--- src/common/pscr_defs.svh ---
// Register offsets, field positions, reset values and timing counts of the configuration bank.
`ifndef PSCR_DEFS_SVH
`define PSCR_DEFS_SVH
`define PSCR_ADDR_W          8
`define PSCR_OFF_LS_CFG      8'h15
`define PSCR_OFF_BUCK1       8'h16
`define PSCR_OFF_BUCK2       8'h17
`define PSCR_OFF_APPLY       8'h1a
`define PSCR_RST_LS_CFG      8'h00
`define PSCR_RST_BUCK        8'h80
`define PSCR_LS_CFG_MASK     8'h3f
`define PSCR_BUCK_MASK       8'hbf
`define PSCR_POS_PF_OFF      3
`define PSCR_POS_DCHG        0
`define PSCR_POS_SKIP        7
`define PSCR_POS_APPLY       0
`define PSCR_POS_APPLY_DSBL  1
`define PSCR_BLANK_US        5000
`define PSCR_CLK_KHZ         25000
`define PSCR_BLANK_CYC       ((`PSCR_BLANK_US * `PSCR_CLK_KHZ) / 1000)
`define PSCR_CODE_KNEE       6'h32
`define PSCR_MV_BASE         850
`define PSCR_MV_KNEE         1350
`define PSCR_MV_FINE         10
`define PSCR_MV_COARSE       25
`endif

--- src/common/pscr_pkg.sv ---
// Types shared by the configuration bank files.
package pscr_pkg;
  typedef logic [5:0]  pscr_vcode_t;
  typedef logic [10:0] pscr_mv_t;
  typedef enum logic [1:0] {PSCR_WR_NONE, PSCR_WR_LS, PSCR_WR_BUCK1, PSCR_WR_BUCK2} pscr_wsel_t;
endpackage

--- src/logic/pscr_cfg_regs.sv ---
// Load switch protection and buck converter configuration register bank.
`timescale 1ns/1ns
`default_nettype none
`include "pscr_defs.svh"
module pscr_cfg_regs
  import pscr_pkg::*;
#(
  parameter int NUM_SW    = 3,
  parameter int BLANK_CYC = `PSCR_BLANK_CYC
) (
  input  wire logic                    clk_i,
  input  wire logic                    sys_rst_i,
  input  wire logic                    reg_wr_i,
  input  wire logic                    reg_rd_i,
  input  wire logic [`PSCR_ADDR_W-1:0] reg_addr_i,
  input  wire logic [7:0]              reg_wdata_i,
  output logic [7:0]                   reg_rdata_o,
  input  wire logic                    unlocked_i,
  input  wire logic                    powerfail_out_low_i,
  input  wire logic [NUM_SW-1:0]       sw_enable_i,
  output logic [NUM_SW-1:0]            sw_on_o,
  output logic [NUM_SW-1:0]            sw_discharge_o,
  output logic                         buck_one_pulse_skip_o,
  output logic                         buck_two_pulse_skip_o,
  output pscr_vcode_t                  buck_one_voltage_code_o,
  output pscr_vcode_t                  buck_two_voltage_code_o,
  output pscr_mv_t                     buck_one_mv_o,
  output pscr_mv_t                     buck_two_mv_o,
  output logic                         buck_one_blank_o,
  output logic                         buck_two_blank_o
);
  logic [7:0]        ls_cfg_ff;
  logic [7:0]        buck1_ff;
  logic [7:0]        buck2_ff;
  logic [7:0]        rdata_ff;
  logic              pfo_s1_ff;
  logic              pfo_s2_ff;
  logic [7:0]        nxt_rdata;
  pscr_wsel_t        wsel;
  logic              wr_ls;
  logic              wr_b1;
  logic              wr_b2;
  logic              apply;
  logic [NUM_SW-1:0] pf_off;
  logic [NUM_SW-1:0] dchg_en;

  function automatic pscr_wsel_t decode(input logic [`PSCR_ADDR_W-1:0] a);
    if (a == `PSCR_OFF_LS_CFG) begin
      decode = PSCR_WR_LS;
    end else if (a == `PSCR_OFF_BUCK1) begin
      decode = PSCR_WR_BUCK1;
    end else if (a == `PSCR_OFF_BUCK2) begin
      decode = PSCR_WR_BUCK2;
    end else begin
      decode = PSCR_WR_NONE;
    end
  endfunction

  assign wsel  = decode(reg_addr_i);
  assign wr_ls = reg_wr_i && (wsel == PSCR_WR_LS);
  assign wr_b1 = reg_wr_i && unlocked_i && (wsel == PSCR_WR_BUCK1);
  assign wr_b2 = reg_wr_i && unlocked_i && (wsel == PSCR_WR_BUCK2);
  // The apply strobes are self-clearing, so the apply register holds no state here.
  assign apply = reg_wr_i && unlocked_i && (reg_addr_i == `PSCR_OFF_APPLY)
              && (reg_wdata_i[`PSCR_POS_APPLY] || reg_wdata_i[`PSCR_POS_APPLY_DSBL]);

  always_ff @(posedge clk_i) begin
    if (sys_rst_i) begin
      ls_cfg_ff <= `PSCR_RST_LS_CFG;
      buck1_ff  <= `PSCR_RST_BUCK;
      buck2_ff  <= `PSCR_RST_BUCK;
      rdata_ff  <= 8'h00;
      pfo_s1_ff <= 1'b1;
      pfo_s2_ff <= 1'b1;
    end else begin
      pfo_s1_ff <= powerfail_out_low_i;
      pfo_s2_ff <= pfo_s1_ff;
      rdata_ff  <= nxt_rdata;
      if (wr_ls) begin
        ls_cfg_ff <= reg_wdata_i & `PSCR_LS_CFG_MASK;
      end
      if (wr_b1) begin
        buck1_ff <= reg_wdata_i & `PSCR_BUCK_MASK;
      end
      if (wr_b2) begin
        buck2_ff <= reg_wdata_i & `PSCR_BUCK_MASK;
      end
    end
  end

  always_comb begin
    nxt_rdata = rdata_ff;
    if (reg_rd_i) begin
      case (wsel)
        PSCR_WR_LS:    nxt_rdata = ls_cfg_ff;
        PSCR_WR_BUCK1: nxt_rdata = buck1_ff;
        PSCR_WR_BUCK2: nxt_rdata = buck2_ff;
        default:       nxt_rdata = 8'h00;
      endcase
    end
  end
  assign reg_rdata_o = rdata_ff;

  assign pf_off  = ls_cfg_ff[`PSCR_POS_PF_OFF +: NUM_SW];
  assign dchg_en = ls_cfg_ff[`PSCR_POS_DCHG +: NUM_SW];

  // Switch control follows the stored bits directly, with no apply step.
  genvar g;
  generate
    for (g = 0; g < NUM_SW; g++) begin : g_sw
      assign sw_on_o[g] = sw_enable_i[g] && !(pf_off[g] && !pfo_s2_ff);
      assign sw_discharge_o[g] = dchg_en[g] && !sw_on_o[g];
    end
  endgenerate

  assign buck_one_pulse_skip_o = buck1_ff[`PSCR_POS_SKIP];
  assign buck_two_pulse_skip_o = buck2_ff[`PSCR_POS_SKIP];

  pscr_buck_chan #(.BLANK_CYC(BLANK_CYC)) u_buck_one (
    .clk_i     (clk_i),
    .sys_rst_i (sys_rst_i),
    .wr_i      (wr_b1),
    .apply_i   (apply),
    .code_i    (buck1_ff[5:0]),
    .code_o    (buck_one_voltage_code_o),
    .mv_o      (buck_one_mv_o),
    .blank_o   (buck_one_blank_o)
  );

  pscr_buck_chan #(.BLANK_CYC(BLANK_CYC)) u_buck_two (
    .clk_i     (clk_i),
    .sys_rst_i (sys_rst_i),
    .wr_i      (wr_b2),
    .apply_i   (apply),
    .code_i    (buck2_ff[5:0]),
    .code_o    (buck_two_voltage_code_o),
    .mv_o      (buck_two_mv_o),
    .blank_o   (buck_two_blank_o)
  );

  property p_ls_reset;
    @(posedge clk_i) $past(sys_rst_i) |-> ls_cfg_ff == `PSCR_RST_LS_CFG;
  endproperty
  a_ls_reset: assert property (p_ls_reset) else $error("switch config reset wrong");

  property p_pf_off;
    @(posedge clk_i) disable iff (sys_rst_i) (pf_off[0] && !pfo_s2_ff) |-> !sw_on_o[0];
  endproperty
  a_pf_off: assert property (p_pf_off) else $error("switch 1 stays on in power fail");

  property p_pf_ignore;
    @(posedge clk_i) disable iff (sys_rst_i) !pf_off[1] |-> sw_on_o[1] == sw_enable_i[1];
  endproperty
  a_pf_ignore: assert property (p_pf_ignore) else $error("switch 2 gated wrongly");

  property p_dchg;
    @(posedge clk_i) disable iff (sys_rst_i)
      sw_discharge_o[2] == (ls_cfg_ff[`PSCR_POS_DCHG + 2] && !sw_on_o[2]);
  endproperty
  a_dchg: assert property (p_dchg) else $error("switch 3 discharge wrong");

  property p_locked;
    @(posedge clk_i) disable iff (sys_rst_i)
      (reg_wr_i && !unlocked_i) |=> $stable(buck1_ff) && $stable(buck2_ff);
  endproperty
  a_locked: assert property (p_locked) else $error("locked buck write took effect");

  property p_blank;
    @(posedge clk_i) disable iff (sys_rst_i) wr_b1 |=> buck_one_blank_o [*8];
  endproperty
  a_blank: assert property (p_blank) else $error("blanking missing after write");

  property p_hold;
    @(posedge clk_i) disable iff (sys_rst_i) !apply |=> $stable(buck_one_voltage_code_o);
  endproperty
  a_hold: assert property (p_hold) else $error("voltage changed without apply");

  property p_apply;
    @(posedge clk_i) disable iff (sys_rst_i)
      apply |=> buck_two_voltage_code_o == $past(buck2_ff[5:0]);
  endproperty
  a_apply: assert property (p_apply) else $error("apply did not load code");

  property p_resv;
    @(posedge clk_i) disable iff (sys_rst_i) !ls_cfg_ff[7] && !ls_cfg_ff[6] && !buck1_ff[6];
  endproperty
  a_resv: assert property (p_resv) else $error("reserved bit set");

  property p_resv2;
    @(posedge clk_i) disable iff (sys_rst_i) !buck2_ff[6];
  endproperty
  a_resv2: assert property (p_resv2) else $error("buck two reserved bit set");

  property p_ls_wr;
    @(posedge clk_i) disable iff (sys_rst_i)
      wr_ls |=> ls_cfg_ff == ($past(reg_wdata_i) & `PSCR_LS_CFG_MASK);
  endproperty
  a_ls_wr: assert property (p_ls_wr) else $error("switch config write lost");

  property p_b1_wr;
    @(posedge clk_i) disable iff (sys_rst_i)
      wr_b1 |=> buck1_ff == ($past(reg_wdata_i) & `PSCR_BUCK_MASK);
  endproperty
  a_b1_wr: assert property (p_b1_wr) else $error("buck one write lost");

  property p_b2_wr;
    @(posedge clk_i) disable iff (sys_rst_i)
      wr_b2 |=> buck2_ff == ($past(reg_wdata_i) & `PSCR_BUCK_MASK);
  endproperty
  a_b2_wr: assert property (p_b2_wr) else $error("buck two write lost");

  property p_rd_ls;
    @(posedge clk_i) disable iff (sys_rst_i)
      (reg_rd_i && wsel == PSCR_WR_LS) |=> reg_rdata_o == $past(ls_cfg_ff);
  endproperty
  a_rd_ls: assert property (p_rd_ls) else $error("switch config read wrong");

  property p_rd_b2;
    @(posedge clk_i) disable iff (sys_rst_i)
      (reg_rd_i && wsel == PSCR_WR_BUCK2) |=> reg_rdata_o == $past(buck2_ff);
  endproperty
  a_rd_b2: assert property (p_rd_b2) else $error("buck two read wrong");

  property p_rd_none;
    @(posedge clk_i) disable iff (sys_rst_i)
      (reg_rd_i && wsel == PSCR_WR_NONE) |=> reg_rdata_o == 8'h00;
  endproperty
  a_rd_none: assert property (p_rd_none) else $error("unmapped read not zero");

  property p_skp_rst;
    @(posedge clk_i)
      $past(sys_rst_i) |-> buck_one_pulse_skip_o && buck_two_pulse_skip_o;
  endproperty
  a_skp_rst: assert property (p_skp_rst) else $error("skip reset not set");

  property p_skp_wr;
    @(posedge clk_i) disable iff (sys_rst_i)
      wr_b1 |=> buck_one_pulse_skip_o == $past(reg_wdata_i[`PSCR_POS_SKIP]);
  endproperty
  a_skp_wr: assert property (p_skp_wr) else $error("skip bit write lost");

  property p_pf_pin;
    @(posedge clk_i) disable iff (sys_rst_i)
      (pf_off[1] && !$past(powerfail_out_low_i, 2) && !$past(sys_rst_i) && !$past(sys_rst_i, 2))
        |-> !sw_on_o[1];
  endproperty
  a_pf_pin: assert property (p_pf_pin) else $error("switch 2 on in power fail");

  property p_pf_clr;
    @(posedge clk_i) disable iff (sys_rst_i)
      $past(powerfail_out_low_i, 2) |-> sw_on_o == sw_enable_i;
  endproperty
  a_pf_clr: assert property (p_pf_clr) else $error("switch gated without fail");

  property p_pf_free;
    @(posedge clk_i) disable iff (sys_rst_i)
      (pf_off == '0) |-> sw_on_o == sw_enable_i;
  endproperty
  a_pf_free: assert property (p_pf_free) else $error("switch gated without bit");

  property p_dchg_on;
    @(posedge clk_i) disable iff (sys_rst_i) (sw_discharge_o & sw_on_o) == '0;
  endproperty
  a_dchg_on: assert property (p_dchg_on) else $error("discharge while on");

  property p_dchg_1;
    @(posedge clk_i) disable iff (sys_rst_i)
      (dchg_en[0] && !sw_on_o[0]) |-> sw_discharge_o[0];
  endproperty
  a_dchg_1: assert property (p_dchg_1) else $error("switch 1 discharge missing");

  property p_lock_vc;
    @(posedge clk_i) disable iff (sys_rst_i)
      (reg_wr_i && !unlocked_i)
        |=> $stable(buck_one_voltage_code_o) && $stable(buck_two_voltage_code_o);
  endproperty
  a_lock_vc: assert property (p_lock_vc) else $error("locked write moved code");

  property p_apply1;
    @(posedge clk_i) disable iff (sys_rst_i)
      apply |=> buck_one_voltage_code_o == $past(buck1_ff[5:0]);
  endproperty
  a_apply1: assert property (p_apply1) else $error("apply missed buck one");

  property p_hold2;
    @(posedge clk_i) disable iff (sys_rst_i) !apply |=> $stable(buck_two_voltage_code_o);
  endproperty
  a_hold2: assert property (p_hold2) else $error("buck two code moved");

  property p_mv_rst;
    @(posedge clk_i) $past(sys_rst_i)
      |-> buck_one_mv_o == 11'(`PSCR_MV_BASE) && buck_two_mv_o == 11'(`PSCR_MV_BASE);
  endproperty
  a_mv_rst: assert property (p_mv_rst) else $error("reset voltage wrong");

  property p_blank2;
    @(posedge clk_i) disable iff (sys_rst_i) wr_b2 |=> buck_two_blank_o [*8];
  endproperty
  a_blank2: assert property (p_blank2) else $error("buck two blank missing");
endmodule
`default_nettype wire

--- src/logic/pscr_buck_chan.sv ---
// One buck converter channel: applied code, millivolt value and supervision blanking.
`timescale 1ns/1ns
`default_nettype none
`include "pscr_defs.svh"
module pscr_buck_chan
  import pscr_pkg::*;
#(
  parameter int BLANK_CYC = `PSCR_BLANK_CYC
) (
  input  wire logic        clk_i,
  input  wire logic        sys_rst_i,
  input  wire logic        wr_i,
  input  wire logic        apply_i,
  input  wire pscr_vcode_t code_i,
  output pscr_vcode_t      code_o,
  output pscr_mv_t         mv_o,
  output logic             blank_o
);
  localparam int CW = $clog2(BLANK_CYC + 1);

  pscr_vcode_t code_ff;
  pscr_mv_t    mv_ff;
  logic [CW-1:0] blank_ff;
  logic [CW-1:0] nxt_blank;
  pscr_mv_t    nxt_mv;

  function automatic pscr_mv_t code_to_mv(input pscr_vcode_t c);
    pscr_mv_t lo;
    pscr_mv_t hi;
    lo = pscr_mv_t'(`PSCR_MV_BASE) + pscr_mv_t'(c) * pscr_mv_t'(`PSCR_MV_FINE);
    hi = pscr_mv_t'(`PSCR_MV_KNEE)
       + pscr_mv_t'(c - `PSCR_CODE_KNEE) * pscr_mv_t'(`PSCR_MV_COARSE);
    code_to_mv = (c <= `PSCR_CODE_KNEE) ? lo : hi;
  endfunction

  assign nxt_mv    = code_to_mv(code_i);
  assign nxt_blank = wr_i ? CW'(BLANK_CYC)
                   : (blank_ff != '0) ? blank_ff - CW'(1) : blank_ff;

  always_ff @(posedge clk_i) begin
    if (sys_rst_i) begin
      code_ff  <= 6'h00;
      mv_ff    <= 11'(`PSCR_MV_BASE);
      blank_ff <= '0;
    end else begin
      blank_ff <= nxt_blank;
      if (apply_i) begin
        code_ff <= code_i;
        mv_ff   <= nxt_mv;
      end
    end
  end

  assign code_o  = code_ff;
  assign mv_o    = mv_ff;
  assign blank_o = (blank_ff != '0);
endmodule
`default_nettype wire

--- config.mk ---
export PLATFORM = sky130hd
export DESIGN_NAME = pscr_cfg_regs
export DESIGN_NICKNAME = d
export VERILOG_FILES = /design/src/common/pscr_pkg.sv /design/src/logic/pscr_cfg_regs.sv /design/src/logic/pscr_buck_chan.sv
export VERILOG_INCLUDE_DIRS = /design/src /design/src/common
export SDC_FILE = /design/constraint.sdc
export NUM_CORES = 1
export LEC_CHECK = 0
export ABC_AREA = 0
export ABC_CLOCK_PERIOD_IN_PS = 4450
export BUFFER_PORTS_ARGS = -buffer_cell sky130_fd_sc_hd__clkbuf_2
export CELL_PAD_IN_SITES_DETAIL_PLACEMENT = 2
export CELL_PAD_IN_SITES_GLOBAL_PLACEMENT = 2
export CORE_MARGIN = 5
export CORE_UTILIZATION = 36
export CTS_BUF_LIST = sky130_fd_sc_hd__clkbuf_8 sky130_fd_sc_hd__clkbuf_16
export CTS_CLUSTER_SIZE = 24
export DETAILED_ROUTE_END_ITERATION = 16
export PLACE_DENSITY = 0.78
export RECOVER_POWER = 100
export SYNTH_ARGS = -nofsm -noshare
export SYNTH_HDL_FRONTEND = slang
export SYNTH_SLANG_ARGS = --single-unit
--- constraint.sdc ---
create_clock -name clk_i -period 4.45 [get_ports clk_i]
set_clock_uncertainty 0.1 [all_clocks]
set_input_delay 0.2225 -clock clk_i [delete_from_list [all_inputs] [get_ports clk_i]]
set_output_delay 0.2225 -clock clk_i [all_outputs]
set_load 0.005 [all_outputs]
==> results.toml <==
[outcome]
run_status = "finished with violations"
violations = "max-capacitance violations, max-slew violations"

[final_layout]
synthToLayoutAreaGrowth_pct = 13.0
post-route-util_pct = 41.5
final_cell_mix = "dfxtp_1, nor2_1, ha_1"
fin_nets = 911
finalNonFillerCells = 1042
drive_gt1_share_pct = 7.83
antennaDiodeCount = 0
final_common_cell = "dfxtp_1"

[clocking]
cts_made_buffers = 9
clk_latency_ns = 0.36
root_buffer = "clkbuf_16"
cts.clk_slew.worst_paths_ns = 0.07
h-tree-depth = 3
cts_tree = "yes"
clk_path_buf_depth = 2
cts.sink_count = 97

[pwr]
power_density_mw_per_mm2 = 378
ir_worst_vdd_mv = 0.230
power.leakage_nw = 3.10

[route]
first_iter_violations = 170
vias = 5663
drt_first_pass_iters = 4
wl_per_cell_um = 19.9
drc = 0
finalWirelength_um = 20700
ant_nets = 0
via_per_inst = 5.43

[synth]
avgSynthCellArea_um2 = 8.48
synth-main-ff-cell = "dfxtp_1"
synth_top_cell_by_area = "dfxtp_1"
ys_seq_elements = 97
yosysUniqueCellTypes = 59
synth_edf_count = 0
netlist_area_mm2 = 0.00635
yosys.area.top_type_share_pct = 30.6
syn_inst = 749
ys_seq_area_share_pct = 30.6
yosysWarnings = 0
async_flop_share_pct = 0
ys_top_cells_by_area = "dfxtp_1, ha_1, nor2_1"
syn_nets = 848

[sta]
hold_ws_ns = 0.0142
period_share_pct = 91.6
setup_viol = 0
setup-tns-final_ns = 0
slew_headroom_pct = -21.8
finalHoldViolations = 0
fin_crit_ns = 4.07
slew_viol_final = 15
worstMarginPinSlew_ns = 1.81
max_freq_mhz = 245
rsz0062_at_grt = "false"

[place]
dp_hpwl_um = 15600
dpl.cell_count = 1025
gp_congestion = 0.796
io_buffers = 74

[floorplan]
start_util_pct = 36.7
ios = 77
fp.coreArea_mm2 = 0.0173
rows = 48
design.die.area_mm2 = 0.0204
die_w_um = 143
die_y_um = 143

[grt]
grt.total_usage_pct = 21.0
grt_pass1_vias = 6422
antenna_found_initial = 0
grt_pass1_wl_um = 33800
grt_max_degree = 37
overflow = 0

[critical_path]
worstSetupPathType = "reg -> reg"
worst-path-max-fanout = 7
rr_startpoint = "buck1_ff[2]"
start_kind = "flop"
critPathLaunch = "buck1_ff[2]"
crit_arrival_ns = 4.26
required_ns = 4.64
end_kind = "flop"

[run]
cap_violations = 1

[hold_path]
hp-class = "in -> reg"
hp-start = "reg_wdata_i[7]"
[per-stage QoR]
| stage | worst slack [ns] | instance area, um^2 | power (mW) |
|---|---|---|---|
| finish | 0.375 | 7180 | 2.71 |
| global route | 0.0837 | 7180 | 2.90 |
| CTS | 0.355 | 7260 | 2.78 |
| detailed placement | 0.379 | 6950 | 1.92 |
| global placement | 0.580 | 6950 | 1.84 |
| floorplan | 0.667 | 6350 | 1.72 |
[worst max-delay path, cell delays in order (launching register included)]
cell	delay, ns
dfxtp_1	0.52
inv_1	0.14
ha_1	0.28
xor2_1	0.31
inv_1	0.13
ha_1	0.30
inv_1	0.04
ha_1	0.30
xor2_1	0.18
ha_1	0.31
ha_1	0.37
o21a_1	0.21
o31a_1	0.12
o32a_1	0.33
a41oi_1	0.22
a2bb2oi_1	0.17
[path summary, 6_finish.rpt]
path	end	slack, ns	cells after the start
max reg2reg	u_buck_one.mv_o[9]	0.38	15
min	buck1_ff[7]	0.01	3
max	u_buck_one.mv_o[9]	0.38	15
min reg2reg	pfo_s2_ff	0.33	1
[cell usage after synthesis, types with 17 or more instances]
cell	n
inv_1	50
xor2_1	32
ha_1	68
mux2i_1	24
a21oi_1	57
nand2_1	50
xnor2_1	34
dfxtp_1	97
nor2b_1	18
nor3_1	17
nor2_1	89
o21ai_0	17
clkbuf_1	29
[metal layers]
metal | share of wire (%) | vias to the layer above | GRT usage [%]
met5 | 0 | - | 0
met4 | 2.8 | 0 | 7.75
li1 | - | 2702 | -
met1 | 43 | 2830 | 24.8
met3 | 2.7 | 40 | 2.85
met2 | 52 | 91 | 38.5
[timing repair]
action,in CTS,in global routing
hold buffers,1,0
endpoints found under the hold margin,1,0
endpoints found under the setup margin,0,0
buffers inserted,0,0
resized for setup,0,0
[power by group]
| part | leakage (nW) | internal, mW | switching (mW) |
|---|---|---|---|
| logic | 2.16 | 0.343 | 0.456 |
| registers | 0.787 | 0.977 | 0.111 |
| clock network | 0.153 | 0.444 | 0.384 |
[cells by family (layout without fill, tap and decap cells)]
| kind of cell | count (synthesis) | in the layout | share of synthesized area (%) |
|---|---|---|---|
| AOI/OAI and AO/OA | 149 | 149 | 15.1 |
| xor gates and xnor gates | 68 | 68 | 9.85 |
| adders and majority gates | 74 | 74 | 15.3 |
| buffers and inverters | 85 | 153 | 5.26 |
| DFF | 97 | 97 | 30.6 |
| muxes | 29 | 29 | 4.67 |
| other | 1 | 1 | 0.0590 |
| and+or+nand+nor | 246 | 246 | 19.2 |
[flip-flops by register name, summed over array words and instances, names as in the netlist]
| name | cells |
|---|---|
| buck2_ff | 7 |
| u_buck_one.mv_o | 11 |
| ls_cfg_ff | 6 |
| u_buck_one.code_o | 6 |
| u_buck_two.code_o | 6 |
| u_buck_two.blank_ff | 17 |
| u_buck_one.blank_ff | 17 |
| u_buck_two.mv_o | 11 |
| pfo_s2_ff | 1 |
| buck1_ff | 7 |
| pfo_s1_ff | 1 |
| reg_rdata_o | 7 |
[area by class of cell]
| class | count | area, um^2 |
|---|---|---|
| multi-input cells | 567 | 4060 |
| well taps | 225 | 282 |
| clock inverters | 7 | 77.6 |
| flip-flops and latches | 97 | 1940 |
| inverters | 50 | 188 |
| fillers | 1963 | 10100 |
| repair buffers | 87 | 405 |
| clock buffers | 9 | 225 |
Power figures use the tool's default switching activity.
